**config.mk**
```make
export PLATFORM = sky130hd
export DESIGN_NAME = frt_fixed_ref_ctrl
export DESIGN_NICKNAME = d
export VERILOG_FILES = /design/src/logic/frt_pkg.sv /design/src/logic/frt_fixed_ref_ctrl.sv
export SDC_FILE = /design/constraint.sdc
export NUM_CORES = 1
export LEC_CHECK = 0
export ABC_AREA = 1
export BUFFER_PORTS_ARGS = -buffer_cell sky130_fd_sc_hd__buf_2
export CELL_PAD_IN_SITES_DETAIL_PLACEMENT = 1
export CELL_PAD_IN_SITES_GLOBAL_PLACEMENT = 1
export CORE_ASPECT_RATIO = 0.5
export CORE_UTILIZATION = 30
export DETAILED_ROUTE_END_ITERATION = 10
export GPL_TIMING_DRIVEN = 0
export HOLD_SLACK_MARGIN = 0.05
export PLACE_DENSITY_LB_ADDON = 0.1
export SYNTH_ARGS = -nofsm -noshare
export SYNTH_HDL_FRONTEND = slang
export SYNTH_SLANG_ARGS = --single-unit
```
**constraint.sdc**
```tcl
create_clock -name pclk -period 2 [get_ports pclk]
set_input_delay 0.1 -clock pclk [delete_from_list [all_inputs] [get_ports pclk]]
set_output_delay 0.1 -clock pclk [all_outputs]
set_load 0.05 [all_outputs]
```
**src/logic/frt_pkg.sv**
```systemverilog
`default_nettype none
package frt_pkg;

  // ----------------------------------------
  // Register map
  // ----------------------------------------
  localparam logic [11:0] FRT_CTRL_OFFS  = 12'h000;
  localparam logic [11:0] FRT_DELAY_OFFS = 12'h004;

  // ----------------------------------------
  // Control register fields
  // ----------------------------------------
  localparam int FRT_BIT_REF_EN   = 7;
  localparam int FRT_BIT_READY    = 6;
  localparam int FRT_BIT_TS_EN    = 5;
  localparam int FRT_BIT_TS_RANGE = 4;
  localparam int FRT_PGAIN_LSB    = 2;
  localparam int FRT_CGAIN_LSB    = 0;

  localparam logic [7:0] FRT_CTRL_RESET = 8'h00;

  // ----------------------------------------
  // Gain levels, one-hot
  // ----------------------------------------
  localparam logic [2:0] FRT_LVL_1X = 3'h1;
  localparam logic [2:0] FRT_LVL_2X = 3'h2;
  localparam logic [2:0] FRT_LVL_4X = 3'h4;

  // ----------------------------------------
  // Reference settling time
  // ----------------------------------------
  localparam int          FRT_SETTLE_NS     = 1000;
  localparam int          FRT_CLK_PERIOD_NS = 8;
  localparam logic [15:0] FRT_SETTLE_CYC    =
    16'((FRT_SETTLE_NS + FRT_CLK_PERIOD_NS - 1) / FRT_CLK_PERIOD_NS);

endpackage

`default_nettype wire

```
**src/logic/frt_fixed_ref_ctrl.sv**
```systemverilog
// Function
// Ready flag at bit 6 reads one once the reference output is usable.
// Ready flag stays zero while reference is disabled or still settling.
// Bit 5 enables the die temperature sensor; zero disables it.
// Bit 4 one selects sensor high range, zero selects low range.
// Bits 3-2 decode 11 to 4x, 10 to 2x, else 1x peripheral level.
// Sensor output routes internally to a converter input channel.
// Bits 1-0 decode converter reference level with the same mapping.
`timescale 1ns/1ps
`default_nettype none

module frt_fixed_ref_ctrl
  import frt_pkg::*;
(
  input  wire logic        pclk,            // System clock
  input  wire logic        presetn,         // Async reset, active low
  input  wire logic        clk_en,          // Freezes all state when low
  input  wire logic        psel,            // APB select
  input  wire logic        penable,         // APB access phase
  input  wire logic        pwrite,          // APB write
  input  wire logic [11:0] paddr,           // APB byte address
  input  wire logic [31:0] pwdata,          // APB write data
  input  wire logic [3:0]  pstrb,           // APB byte strobes
  output logic      [31:0] prdata,          // APB read data
  output logic             pready,          // APB ready
  output logic             pslverr,         // APB error
  input  wire logic        ref_settled,     // Analog settled indication, async
  output logic             reference_enable,// Reference on
  output logic             temp_sense_enable, // Sensor on
  output logic             temp_range_select, // Sensor high range
  output logic [2:0]       periph_level,    // One-hot 1x/2x/4x peripheral level
  output logic [2:0]       conv_level,      // One-hot 1x/2x/4x converter level
  output logic             temp_to_adc_en   // Sensor onto converter channel
);
  import frt_pkg::*;

  // ----------------------------------------
  // State
  // ----------------------------------------
  // All state in one record, registered by a single process
  typedef struct packed {
    logic [7:0]  ctrl;
    logic [15:0] settle;
    logic [15:0] cnt;
    logic        sync1;
    logic        sync2;
    logic        ready;
    logic [31:0] rdata;
    logic        err;
    logic        done;
    logic [2:0]  plvl;
    logic [2:0]  clvl;
  } frt_state_t;

  frt_state_t st_q;
  frt_state_t st_d;

  // ----------------------------------------
  // Decode helpers
  // ----------------------------------------
  // Codes 01 and 00 share the lowest level
  function automatic logic [2:0] frt_level(input logic [1:0] code);
    if (code == 2'b11)
      frt_level = FRT_LVL_4X;
    else if (code == 2'b10)
      frt_level = FRT_LVL_2X;
    else
      frt_level = FRT_LVL_1X;
  endfunction

  // Whole-word match; no aliases in the map
  function automatic logic frt_hit(
    input logic [11:0] addr,
    input logic [11:0] offs
  );
    frt_hit = (addr == offs);
  endfunction

  // Ready bit is owned by hardware, writes to it are dropped
  function automatic logic [7:0] frt_ctrl_write(
    input logic [7:0] wdata
  );
    logic [7:0] val;
    val                = wdata;
    val[FRT_BIT_READY] = 1'b0;
    frt_ctrl_write     = val;
  endfunction

  // Byte-strobed update of a 16-bit register
  function automatic logic [15:0] frt_merge16(
    input logic [15:0] old_val,
    input logic [15:0] new_val,
    input logic [1:0]  strb
  );
    logic [15:0] merged;
    merged = old_val;
    if (strb[0])
      merged[7:0] = new_val[7:0];
    if (strb[1])
      merged[15:8] = new_val[15:8];
    frt_merge16 = merged;
  endfunction

  // Read word; unmapped offsets read as zero
  function automatic logic [31:0] frt_read_word(
    input logic        sel_ctrl,
    input logic        sel_dly,
    input logic [7:0]  ctrl,
    input logic        ready,
    input logic [15:0] settle
  );
    logic [31:0] word;
    word = 32'h0000_0000;
    if (sel_ctrl)
    begin
      word[7:0]           = ctrl;
      word[FRT_BIT_READY] = ready;
    end
    else if (sel_dly)
      word[15:0] = settle;
    frt_read_word = word;
  endfunction

  // ----------------------------------------
  // Bus decode
  // ----------------------------------------
  // Upper strobes unused: both registers sit in the low half-word
  logic setup;
  logic access;
  logic hit_ctrl;
  logic hit_dly;

  assign setup    = psel && !penable;
  assign access   = psel && penable;
  assign hit_ctrl = frt_hit(paddr, FRT_CTRL_OFFS);
  assign hit_dly  = frt_hit(paddr, FRT_DELAY_OFFS);

  // ----------------------------------------
  // Next state
  // ----------------------------------------
  always_comb
  begin
    st_d       = st_q;
    // Only the second flop feeds logic
    st_d.sync1 = ref_settled;
    st_d.sync2 = st_q.sync1;
    st_d.done  = 1'b0;
    // Settling count restarts whenever the reference is off
    if (!st_q.ctrl[FRT_BIT_REF_EN])
    begin
      st_d.cnt   = 16'h0000;
      st_d.ready = 1'b0;
    end
    else
    begin
      if (st_q.cnt < st_q.settle)
        st_d.cnt = st_q.cnt + 16'h0001;
      // Needs both the timer and the analog flag
      st_d.ready = (st_q.cnt >= st_q.settle) && st_q.sync2;
    end

    // One wait state: decode in setup, answer in the second access cycle
    if (setup)
    begin
      st_d.err   = !(hit_ctrl || hit_dly);
      st_d.rdata = frt_read_word(hit_ctrl, hit_dly, st_q.ctrl, st_q.ready, st_q.settle);
    end
    // First access cycle only arms the answer
    if (access && !st_q.done)
      st_d.done = 1'b1;
    // Write lands on the edge where pready is seen high, as the master expects
    if (access && st_q.done && pwrite && !st_q.err)
    begin
      if (hit_ctrl && pstrb[0])
        st_d.ctrl = frt_ctrl_write(pwdata[7:0]);
      else if (hit_dly)
        st_d.settle = frt_merge16(st_q.settle, pwdata[15:0], pstrb[1:0]);
    end
    // Levels follow the next control value, so they move with the write
    st_d.plvl = frt_level(st_d.ctrl[FRT_PGAIN_LSB +: 2]);
    st_d.clvl = frt_level(st_d.ctrl[FRT_CGAIN_LSB +: 2]);
  end

  // ----------------------------------------
  // State register
  // ----------------------------------------
  always_ff @(posedge pclk or negedge presetn)
  begin
    if (!presetn)
    begin
      st_q        <= '0;
      st_q.ctrl   <= FRT_CTRL_RESET;
      st_q.settle <= FRT_SETTLE_CYC;
      // Lowest level matches a zero control word
      st_q.plvl   <= FRT_LVL_1X;
      st_q.clvl   <= FRT_LVL_1X;
    end
    // Low enable freezes everything, bus handshake included
    else if (clk_en)
      st_q <= st_d;
  end

  // ----------------------------------------
  // Outputs
  // ----------------------------------------
  assign pready            = access && st_q.done;
  assign prdata            = st_q.rdata;
  assign pslverr           = access && st_q.done && st_q.err;

  // ----------------------------------------
  // Control outputs
  // ----------------------------------------
  assign reference_enable  = st_q.ctrl[FRT_BIT_REF_EN];
  assign temp_sense_enable = st_q.ctrl[FRT_BIT_TS_EN];
  assign temp_range_select = st_q.ctrl[FRT_BIT_TS_RANGE];
  assign periph_level      = st_q.plvl;
  assign conv_level        = st_q.clvl;
  // Internal route, no pin involved
  assign temp_to_adc_en    = st_q.ctrl[FRT_BIT_TS_EN];

endmodule

`default_nettype wire

```
Yosys cells after proc, flatten, opt, wreduce, memory -nomap -nowiden. Cells that the tools add are included.

Output and inout bits: 44. Logic and storage cells: 60. Memories kept: 0. Bits of input ports: 55. Latch bits: 0. Memory bits (writable): 0. Register bits: 66. Memory bits (read-only): 0.

Shift-type cells: 0. Magnitude comparators: 2. $mul: 0. Divide/modulo/power cells: 0. Bitwise operators: 1. Reductions and logical operators: 20. Add/subtract/negate cells: 1. Multiplexer cells: 17. Equality and inequality tests: 6.

Operators with widths (count): 16-bit 2-to-1 mux (5); 8-bit 2-to-1 mux (4); 20-bit 2-to-1 mux (1); 16-bit by 1-bit adder with 16-bit output (second input constant) (1); 16-bit >= comparator (1); 16-bit < comparator (1); 12-bit by 3-bit == test with 1-bit output (second input constant) (1); 12-bit zero test (1); 5-bit AND reduction (2); 1-bit logical AND (9); 2-bit == test (second input constant) (4); 3-bit 2-to-1 mux (2); 1-bit zero test (4); 2-bit 2-to-1 mux (2); 4-bit 2-to-1 mux (1); 2-bit AND reduction (2); 3-bit AND reduction (1); 1-bit 2-to-1 mux (2); 2-bit by 1-bit inequality test with 1-bit output (second input constant) (1); 1-bit logical OR (1); 1-bit NOT (1).

Depth between registers and ports, before layout. Gate-level depths: netlist of the first run.

Depth in word-level cells: 8. Mapped depth: 16. Depth with buffers taken out: 15.

Worst setup path before layout of the first run. Ideal clock, no wire load.

Kind: flip-flop to flip-flop. Start point: register st_q[62] in the netlist's numbering. End point: register st_q[47] in the netlist's numbering. Stages on the path, launching flop included: 16. Setup slack: 0.178 ns. Period minus slack after synthesis: 1.822 ns. Setup time: 0.117 ns. Data required time: 1.883 ns. Data arrival time: 1.705 ns. Path buffers: 1. Path through: dfstp_2 > inv_1 > ha_1 > nand2_1 > inv_1 > nand2_1 > nand2_1 > nand2_1 > nand2_1 > nand2_1 > nand2_1 > nand2_2 > nand2_4 > buf_6 > nand2_1 > nand2_1.

Longest elaborated chain between the ends: 3.

Ends and longest elaborated chain: from (decl) (line frt_fixed_ref_ctrl.sv:55) `frt_state_t st_q;`; from (signal assigned) (line frt_fixed_ref_ctrl.sv:200) `st_q <= st_d;`; 16-bit < comparator (line frt_fixed_ref_ctrl.sv:156) `if (st_q.cnt < st_q.settle)`; 2-bit by 1-bit inequality test with 1-bit output (no line); 2-bit AND reduction (no line).

Every way passes these cells. A chain may end at the register's enable or synchronous reset.

Worst setup path in the final report of the first run.
Start point: register st_q[65] in the netlist's numbering. End point: register st_q[58] in the netlist's numbering.

The elaborated chain is that of the path after synthesis.

==> impl_metrics.tcl, run 1 <==
set metrics [dict create \
    status "complete, but fails checks" \
    violations "DRC" \
    max_cap_violations 0 \
    crit_end "st_q[58]" \
    num_rows 29 \
    finalNonFillerCells 773 \
    gp_congestion 0.7420 \
    clockBufferDepth 2 \
    timing.rr.start "st_q[65]" \
    wl_mm 10.68 \
    cts_tree "done" \
    power_w 0.003286 \
    critPathCaptureType "flop" \
    fin_area_mm2 0.005245 \
    antenna_found_initial 0 \
    die_x_um 165.4 \
    track_usage 0.1690 \
    worst_ep_arrival_time_ns 2.12 \
    grt_overflow 0 \
    grt_pass1_vias 3527 \
    r2r_setup_slack_ns 0.09 \
    critPathLaunchType "flop" \
    timing.rr.end "st_q[58]" \
    slew_violations 0 \
    cts_inserted_buffers 9 \
    relSlewSlack 0.6165 \
    area_delta_synth_final_pct 30.92 \
    nets 670 \
    grt_max_degree 48 \
    p_per_area_mw_per_mm2 626.5 \
    synth_seq_cells 66 \
    root_buffer "clkbuf_16" \
    port_buffers 63 \
    critPathMaxFanout 7 \
    ios 99 \
    drt-initial-drc-count 162 \
    dieArea_mm2 0.01385 \
    netlist_instances 484 \
    synth.distinct_cells 37 \
    diodes 0 \
    tightest_slew_ns 0.5752 \
    clk_pin_slew_worst_paths_ns 0.06 \
    p_leak_nw 2.727 \
    drtPass1Iterations 8 \
    worstSetupPathType "reg -> reg" \
    cts.sinks 66 \
    place_area_mm2 0.004621 \
    r2r.worst_path.cells 13 \
    fmax_mhz 524.0 \
    initial_core_util 0.3119 \
    htree_levels 3 \
    synth_area_mm2 0.004006 \
    fin_util 0.4083 \
    required_ns 2.21 \
    grt_pass1_wl_mm 17.86 \
    synth_warnings 0 \
    worstSkewPairLatency_ns 0.33 \
    num-fill-cells 1559 \
    min_path_type "in -> reg" \
    dp_hpwl_mm 8.020 \
    chipHeight_um 83.72 \
    skew_ns 0.008125 \
    drc_errors 6 \
    vias_per_cell 4.453 \
    wire_per_inst_um 13.82 \
    ys_seq_area_frac 0.4147 \
    fin_crit_sh 0.9542 \
    setup_viol 0 \
    syn_avg_cell_area_um2 8.278 \
    hold_depth 3 \
    vias 3442 \
    peakVddDrop_mv 0.3235 \
    core_mm2 0.01284 \
    hold_viol 0 \
    crit_start "st_q[65]" \
    place_inst 733 \
    fin_crit_ns 1.908 \
    final_antenna_net_count 0 \
    drive_gt1_frac 0.3383 \
]
==> placed cells by master (no fill, tap or decap), types with 2 or more instances in the layout <==
cell,count
xor2_1,9
clkbuf_16,10
nor2_1,29
nand4_4,2
inv_2,9
nand4_1,5
ha_1,14
a21oi_1,6
nand3_1,35
dfrtp_2,3
o211ai_2,7
a21oi_2,3
nand2_2,8
buf_6,5
nor3b_2,2
inv_1,49
dfstp_2,8
nand3_2,3
nor2_2,2
dlygate4sd3_1,17
clkbuf_8,3
o21ai_0,8
clkbuf_1,5
nor3_1,5
nor2_4,2
nand2_1,126
conb_1,16
o21ai_2,16
buf_2,62
ha_4,3
dfrtp_1,55
buf_4,47
o21ai_1,12
==> per-layer routing <==
metal  vias to the layer above  GRT usage  share of wire
met5                         -          0              0
met4                         0    0.03223         0.0045
met3                         6    0.04272          0.036
met2                        65     0.2765           0.46
met1                      1647     0.2256           0.50
li1                       1724          -              -
==> kinds of logic (layout without fill, tap and decap cells) <==
kind of cell	after synthesis	count (layout)	share of synthesized area
and+or+nand+nor	226	226	0.2602
buffers and inverters	108	212	0.1490
DFF	66	66	0.4147
AOI/OAI and AO/OA	56	56	0.1003
adders and majority gates	17	17	0.05309
xor gates and xnor gates	10	10	0.02186
other	1	16	0.0009360
==> area by class of cell <==
class                      count  area [um^2]  share of cell area
sequential                    66         1665              0.3175
tap                          170        212.7             0.04055
clock buffer                  14        274.0             0.05224
buffer                        49        379.1             0.07228
clock inverter                 2        12.51            0.002385
timing repair buffer          88        589.3              0.1124
multi-input combinational    325         1891              0.3604
inverter                      59        221.5             0.04222
==> sequential cells by signal, summed over array words and instances, names as in the netlist <==
| name | cells |
|---|---|
| st_q | 40 |
| temp_sense_enable | 1 |
| conv_level | 3 |
| st_d | 1 |
| temp_range_select | 1 |
| prdata | 16 |
| reference_enable | 1 |
| periph_level | 3 |
==> critical path: stages (launching register included) <==
cell       delay [ns]
dfstp_2          0.54
inv_2            0.05
ha_1             0.28
nand2_2          0.08
nor2_1           0.05
nor2_1           0.12
nand2_1          0.06
nand2_1          0.06
nand2_2          0.07
nand2_4          0.12
nand2_8          0.08
clkbuf_16        0.17
nand2_1          0.06
nand2_1          0.05
==> per-stage QoR <==
step	hold WS (ns)	setup slack [ns]	setup TNS, ns
after global routing	0.07547	-0.007327	-0.01201
after global placement	0.3069	-0.1446	-1.410
final	0.07759	0.09153	0
after floorplan	-0.1956	0.1782	0
after detailed placement	0.009491	-0.1742	-1.633
after CTS	0.07052	0.02632	0
==> what timing repair did <==
action,CTS,global route
setup endpoints to repair,16,17
setup buffers,1,5
pin swaps,1,5
hold endpoints to repair,83,0
hold buffers,17,0
resized for setup,4,20
cloned,0,1
==> where the power goes <==
part           switching, W  internal [W]  leakage (nW)
clock              0.000559      0.000939         0.139
combinational      0.000259      0.000134          1.72
sequential        0.0000191       0.00138         0.864
==> Yosys cell counts, drive strengths merged <==
master	n	share of area
inv	58	0.054
dfrtp	58	0.36
nor3b	3	0.0081
clkinv	1	0.00094
nand3	38	0.051
clkbuf	3	0.0028
a31oi	1	0.0016
nand4	7	0.018
o31ai	1	0.0019
a21oi	9	0.011
nor3	7	0.010
xor2	9	0.020
xnor2	1	0.0022
and3	1	0.0028
o21ai	36	0.060
a21o	1	0.0019
buf	46	0.091
dfstp	8	0.052
nor2	33	0.035
nand3b	1	0.0019
ha	17	0.053
o211ai	7	0.022
conb	1	0.00094
o21a	1	0.0019
nand2	136	0.13
==> worst min-delay path by stage <==
stage                 from              end  slack [ns]
4_1_cts          pwdata[1]         st_q[60]        0.07
6_report         pwdata[1]         st_q[60]        0.08
5_1_grt          pwdata[1]         st_q[60]        0.08
2_1_floorplan      presetn    conv_level[1]       -0.20
3_5_place_dp       presetn  periph_level[1]       0.009
3_3_place_gp   ref_settled         st_d[41]        0.31
(Power assumes the default switching activity.)
==> inputs of run 2 (changes only) <==
--- a/config.mk
+++ b/config.mk
@@ -14,7 +14,7 @@
 export DETAILED_ROUTE_END_ITERATION = 10
 export GPL_TIMING_DRIVEN = 0
 export HOLD_SLACK_MARGIN = 0.05
-export PLACE_DENSITY_LB_ADDON = 0.1
+export PLACE_DENSITY = 0.66
 export SYNTH_ARGS = -nofsm -noshare
 export SYNTH_HDL_FRONTEND = slang
 export SYNTH_SLANG_ARGS = --single-unit
==> constraint.sdc (replaced) <==
create_clock -name pclk -period 2 [get_ports pclk]
set_input_delay 0.2 -clock pclk [delete_from_list [all_inputs] [get_ports pclk]]
set_output_delay 0.2 -clock pclk [all_outputs]
set_load 0.05 [all_outputs]
==> run 2 against run 1 <==
- die area did not move
- sequential power about the same
- global-route usage is 0.89 points lower
- final cell count is 2.8% lower
- utilization down 1.9 points
- the run still ends with DRC left
- maximum frequency up 0.20%
- worst hold slack lost 0.013 ns
- via count down 1.6%
- sequential share of layout area up 1.5 points
- clock-buffer cell count down 5
- flip-flop and latch count unchanged
- largest cell class unchanged
==> impl_metrics.tcl, run 2 (synthesis gave the netlist of run 1 again) <==
set metrics [dict create \
    fin_util 0.3897 \
    layout_common_cells "128 x nand2_1, 62 x buf_2, 57 x dfrtp_1" \
    cts_inserted_buffers 9 \
    grt_max_degree 67 \
    seq_area_mm2 0.001663 \
    power_switching_w 0.0009202 \
    p_leak_nw 2.622 \
    gp_congestion 0.7370 \
    grt_pass1_wl_mm 17.02 \
    worstSkewPairLatency_ns 0.34 \
    hold_viol 0 \
    ios 99 \
    fmax_mhz 525.0 \
    path_delay_family "simple AND/OR/NAND/NOR gates" \
    clk_pin_slew_worst_paths_ns 0.06 \
    path_cells "inv_1 -> ha_1 -> a21oi_2 -> nor2_1 -> nor2_1 -> nand2_1 -> nand2_1 -> nand2_2 -> nand2_4 -> nand2_8 -> buf_8 -> nand2_1 -> nand2_1" \
    pwr-share-comb 0.103 \
    final_common_cell "nand2_1" \
    vias_per_cell 4.509 \
    clockPowerShare 0.500 \
    initial_core_util 0.3119 \
    max_cap_violations 0 \
    antenna_found_initial 0 \
    critical_path_buf_inv_count 2 \
    slew_violations 0 \
    cp_slowest_cell "dfstp_2" \
    wire_per_inst_um 13.82 \
    skew_ns 0.008684 \
    multi_input_area_mm2 0.001857 \
    critPathMaxFanout 10 \
    htree_levels 3 \
    grt_pass1_vias 3403 \
    cts_tree "done" \
    core_mm2 0.01284 \
    p_per_area_mw_per_mm2 700.0 \
    violations "DRC" \
    wl_mm 10.38 \
    p_sw_frac 0.2626 \
    final_antenna_net_count 0 \
    peakVddDrop_mv 0.3663 \
    track_usage 0.1601 \
    dieArea_mm2 0.01385 \
    whs_ns 0.06410 \
    area_delta_synth_final_pct 24.95 \
    num-fill-cells 1577 \
    num_rows 29 \
    worst_ep_arrival_time_ns 2.13 \
    drt-initial-drc-count 113 \
    chipHeight_um 83.72 \
    setup_viol 0 \
    fin_crit_ns 1.905 \
    tightest_slew_ns 0.8792 \
    fin_crit_sh 0.9523 \
    required_ns 2.22 \
    crit_path_frequent_cell "nand2_1" \
    drive_gt1_frac 0.3253 \
    critPathLaunchType "flop" \
    dp_hpwl_mm 7.640 \
    clockBufferDepth 2 \
    vias 3386 \
    drtPass1Iterations 7 \
    r2r_setup_slack_ns 0.1 \
    port_buffers 63 \
    nets 648 \
    largest_reg_flops 40 \
    worstSetupPathType "reg -> reg" \
    diodes 0 \
    p_int_w 0.002584 \
    critPathCaptureType "flop" \
    grt_overflow 0 \
    cts.sinks 66 \
    relSlewSlack 0.4139 \
    sequentialPowerShare 0.398 \
    slowest_delay_ns 0.53 \
    die_x_um 165.4 \
    regMostFlops "st_q" \
    min_path_type "in -> reg" \
    drc_errors 4 \
    root_buffer "clkbuf_16" \
    status "complete, but fails checks" \
]
run 2: cell types whose count changed in the layout (fill, tap and decap cells not counted), moves of 3 or more:
cell           previous run  this run
dlygate4sd3_1            17         1
inv_2                     9         6
buf_4                    47        43
clkbuf_8                  3         0
inv_1                    49        52
run 2: layout make-up:
| class | count | share of cell area |
|---|---|---|
| repair buffers | 66 | 0.06923 |
| flip-flops and latches | 66 | 0.3322 |
| clock buffers | 9 | 0.04499 |
| inverters | 59 | 0.04424 |
| multi-input cells | 325 | 0.3709 |
| well taps | 170 | 0.04249 |
| plain buffers | 49 | 0.07573 |
| clock inverters | 7 | 0.02024 |
run 2: path summary, 6_finish.rpt:
| kind | startpoint | to | depth (start not counted) |
|---|---|---|---|
| max | st_q[64] | st_q[58] | 13 |
| min | ref_settled | st_d[41] | 3 |
| max reg2reg | st_q[64] | st_q[58] | 13 |
| min reg2reg | st_q[62] | st_q[62] | 2 |
| max in group asynchronous | presetn | st_q[52] | 2 |
| min in group asynchronous | presetn | conv_level[2] | 2 |
run 2: per-layer routing:
layer  track usage  vias to the layer above  part of all wire  wire length [um]
li1              -                     1680                 -                 -
met1        0.2122                     1623              0.48              4968
met2        0.2594                       71              0.46              4802
met3       0.04223                       12             0.046               477
met4       0.03719                        0             0.013               133
met5             0                        -                 0                 0
run 2: power by group through the flow:
stage	sequential, W	clock (W)	combinational (W)
finish	0.00139	0.00175	0.000360
global placement	0.00142	0	0.000357
global route	0.00140	0.00184	0.000393
detailed placement	0.00142	0	0.000359
floorplan	0.00141	0	0.000253
CTS	0.00139	0.00179	0.000364
run 2: metrics by stage:
| step | cell area (um^2) | setup slack (ns) | power [W] | instances | TNS (ns) |
|---|---|---|---|---|---|
| 2_1_floorplan | 4063 | 0.1782 | 0.001664 | 499 | 0 |
| 3_3_place_gp | 4591 | -0.09903 | 0.001774 | 732 | -0.8807 |
| 3_5_place_dp | 4593 | -0.1147 | 0.001777 | 732 | -1.039 |
| 4_1_cts | 4942 | 0.02235 | 0.003550 | 750 | 0 |
| 5_1_grt | 5006 | -0.02088 | 0.003627 | 751 | -0.05204 |
| 6_report | 5006 | 0.09539 | 0.003504 | 751 | 0 |
run 2: worst register-to-register path, delay by kind of cell, from the launching register on:
family / cells / cell delay [ns]
and+or+nand+nor: 9 / 0.65
buffers and inverters: 2 / 0.21
adders and majority gates: 1 / 0.30
AOI/OAI and AO/OA: 1 / 0.12
DFF: 1 / 0.53
run 2: what timing repair did:
action / in CTS / in global routing
hold endpoints to repair: 58 / 0
resized for setup: 1 / 11
hold buffers: 1 / 0
setup endpoints to repair: 11 / 17
buffers inserted: 1 / 1
==> inputs of run 3 (changes only) <==
--- a/config.mk
+++ b/config.mk
@@ -5,16 +5,16 @@
 export SDC_FILE = /design/constraint.sdc
 export NUM_CORES = 1
 export LEC_CHECK = 0
-export ABC_AREA = 1
 export BUFFER_PORTS_ARGS = -buffer_cell sky130_fd_sc_hd__buf_2
 export CELL_PAD_IN_SITES_DETAIL_PLACEMENT = 1
 export CELL_PAD_IN_SITES_GLOBAL_PLACEMENT = 1
 export CORE_ASPECT_RATIO = 0.5
+export CORE_MARGIN = 1.5
 export CORE_UTILIZATION = 30
 export DETAILED_ROUTE_END_ITERATION = 10
 export GPL_TIMING_DRIVEN = 0
 export HOLD_SLACK_MARGIN = 0.05
-export PLACE_DENSITY = 0.66
+export PLACE_DENSITY = 0.65
 export SYNTH_ARGS = -nofsm -noshare
 export SYNTH_HDL_FRONTEND = slang
 export SYNTH_SLANG_ARGS = --single-unit
==> run 3 against run 2 <==
- largest power group unchanged
- sequential share of layout area is 0.24 points lower
- die area is 4.9% lower
- via count is 12% lower
- combinational power is 22% lower
- final area is 1.2% higher
- synthesized area is 6.8% lower
- global-route usage is 0.86 points lower
- clock skew is 0.00074 ns lower
- the run ends with setup timing left
- utilization is 3.3 points higher
==> impl_metrics.tcl, run 3 <==
set metrics [dict create \
    netlist_top_cells_count "58 x dfrtp_1, 39 x buf_4, 32 x nand2_1, 27 x inv_1, 25 x o21ai_0" \
    critPathMaxFanout 6 \
    drtPass1Iterations 4 \
    hold_depth 3 \
    place_area_mm2 0.004434 \
    worstSetupPathType "reg -> reg" \
    yosys.cell_count.top_type "dfrtp_1" \
    fin_crit_ns 2.238 \
    p_leak_nw 2.410 \
    seq_area_mm2 0.001672 \
    worstSkewPairLatency_ns 0.33 \
    timing.rr.end "st_q[53]" \
    drt-initial-drc-count 79 \
    setup_viol 16 \
    p_int_w 0.002443 \
    holdPathEnd "reference_enable" \
    port_buffers 63 \
    peakVddDrop_mv 0.2952 \
    violations "setup timing" \
    synth_area_mm2 0.003735 \
    root_buffer "clkbuf_16" \
    layout_common_cells "63 x buf_2, 61 x buf_4, 50 x dfrtp_1" \
    clockPowerShare 0.489 \
    min_path_type "in -> reg" \
    r2r.worst_path.cells 8 \
    critPathCaptureType "flop" \
    yosys.area.top_type "dfrtp_1" \
    required_ns 2.23 \
    wire_per_inst_um 14.78 \
    sequentialPowerShare 0.424 \
    htree_levels 3 \
    grt_pass1_vias 3026 \
    whs_ns 0.09095 \
    synth.top_cell.area_share 0.3886 \
    cts_inserted_buffers 9 \
    gp_congestion 0.7317 \
    synth_seq_cells 66 \
    relSlewSlack 0.4186 \
    synth-xor-area-share 0.004690 \
    syn_avg_cell_area_um2 10.35 \
    regMostFlops "st_q" \
    cts_tree "done" \
    synth_compound_area_frac 0.1363 \
    largest_reg_flops 40 \
    p_per_area_mw_per_mm2 638.4 \
    chipHeight_um 81.90 \
    fin_crit_sh 1.119 \
    initial_core_util 0.3117 \
    fin_area_mm2 0.005069 \
    rsz0062_at_grt "true" \
    netlist_instances 361 \
    worst_ep_arrival_time_ns 2.47 \
    synth-simple-area-share 0.1374 \
    grt_pass1_wl_mm 15.30 \
    ios 99 \
    hold_viol 0 \
    layout_setup_ws_ns -0.2376 \
    clockBufferDepth 2 \
    core_mm2 0.01198 \
    power_switching_w 0.0007925 \
    final_common_cell "buf_2" \
    dp_hpwl_mm 6.656 \
    grt_overflow 0 \
    ys_seq_area_frac 0.4449 \
    synth_top_family_by_area "simple AND/OR/NAND/NOR gates" \
    p_sw_frac 0.2449 \
    fmax_mhz 446.9 \
    antenna_found_initial 0 \
    track_usage 0.1515 \
    fin_tns_setup_ns -2.297 \
    num-fill-cells 1354 \
    timing.rr.start "st_q[62]" \
    async_reset_ff_frac 1.000 \
    wl_mm 9.501 \
    clk_pin_slew_worst_paths_ns 0.06 \
    multi_input_area_mm2 0.001934 \
    vias_per_cell 4.649 \
    num_rows 28 \
    final_antenna_net_count 0 \
    synth_flop_cell "dfrtp_1" \
    dieArea_mm2 0.01317 \
    grt_max_degree 67 \
    synth_warnings 0 \
    area_delta_synth_final_pct 35.71 \
    cts.sinks 66 \
    synthMuxAreaShare 0.1042 \
    slew_violations 0 \
    pwr-share-comb 0.086 \
    diodes 0 \
    die_x_um 160.8 \
    synth_edf_count 0 \
    skew_ns 0.007940 \
    tightest_slew_ns 0.8721 \
    vias 2989 \
    worstHoldStart "pwdata[7]" \
    synthAdderAreaFrac 0.05695 \
    critPathLaunchType "flop" \
    drive_gt1_frac 0.4874 \
    drc_errors 0 \
    synth.distinct_cells 53 \
    synth_area_leaders "dfrtp_1 39%, buf_4 7.8%, mux2_2 6.9%, ha_1 5.7%, dfstp_2 5.6%" \
    r2r_setup_slack_ns -0.24 \
    status "complete, but fails checks" \
    nets 545 \
    max_cap_violations 0 \
]
## run 3: changes by cell type in the layout (fill, tap and decap cells not counted), moves of 10 or more
cell | before | now
nand2_1 | 128 | 31
inv_1 | 52 | 20
mux2_2 | 0 | 23
nand3_1 | 35 | 12
buf_4 | 43 | 61
nor2_1 | 30 | 14
mux2i_1 | 0 | 13
o21ai_2 | 16 | 3
a22o_1 | 0 | 11
o21ai_0 | 8 | 18
## run 3: cells by family after synthesis
logic type      Yosys count
simple gates             93
buf+inv                  74
compound gates           72
flops                    66
mux                      36
fa+ha+maj                17
xor+xnor                  2
other cells               1
## run 3: worst max-delay path, stage by stage, from the launching register on
cell and delay (ns):
dfstp_2 0.54, inv_1 0.07, ha_4 0.24, a21oi_4 0.16, a2111oi_4 0.09, buf_4 0.16, or3_4 0.35, or2_4 0.31
o311ai_2 0.22
## run 3: metal layers
layer,up-vias,GRT usage,part of all wire
li1,1447,-,-
met1,1465,0.1944,0.47
met2,65,0.2550,0.47
met3,12,0.03586,0.038
met4,0,0.05093,0.014
met5,-,0,0
## run 3: power groups by stage
stage | clock network [W] | registers [W] | logic [W]
after floorplan | 0 | 0.00139 | 0.000187
after global placement | 0 | 0.00139 | 0.000278
final | 0.00158 | 0.00137 | 0.000280
after global routing | 0.00169 | 0.00137 | 0.000304
after detailed placement | 0 | 0.00140 | 0.000281
after CTS | 0.00163 | 0.00137 | 0.000284
## run 3: area by class of cell
| cell class | instances | area share |
|---|---|---|
| Sequential cell | 66 | 0.3298 |
| Tap cell | 165 | 0.04073 |
| Buffer | 46 | 0.06616 |
| Inverter | 27 | 0.02000 |
| Clock buffer | 11 | 0.04789 |
| Clock inverter | 5 | 0.01086 |
| Multi-Input combinational cell | 236 | 0.3816 |
| Timing Repair Buffer | 87 | 0.1029 |
## run 3: through the flow
stage	util	total power [W]	setup slack (ns)	cells
detailed placement	0.3701	0.001677	-0.3383	604
floorplan	-	0.001579	-0.07589	376
finish	0.4230	0.003236	-0.2376	643
global placement	0.3699	0.001673	-0.2937	604
CTS	0.4108	0.003285	-0.2608	635
global route	0.4230	0.003365	-0.2970	643
## run 3: worst max-delay path by stage
stage | start | endpoint | slack [ns] | cells past startpoint
after floorplan | st_q[52] | st_q[55] | -0.08 | 7
after global placement | st_q[56] | st_q[55] | -0.29 | 7
after detailed placement | st_q[55] | st_q[51] | -0.34 | 7
after CTS | st_q[60] | st_q[52] | -0.26 | 9
after global routing | st_q[60] | st_q[53] | -0.30 | 9
final | st_q[62] | st_q[53] | -0.24 | 8
## run 3: what timing repair did
action                                  CTS  global route
endpoints found under the setup margin   16            20
resized for setup                        21            17
pin swaps                                 3             7
hold buffers                              1             0
gates cloned                              0             1
endpoints found under the hold margin    58             0
buffers inserted                         14             9
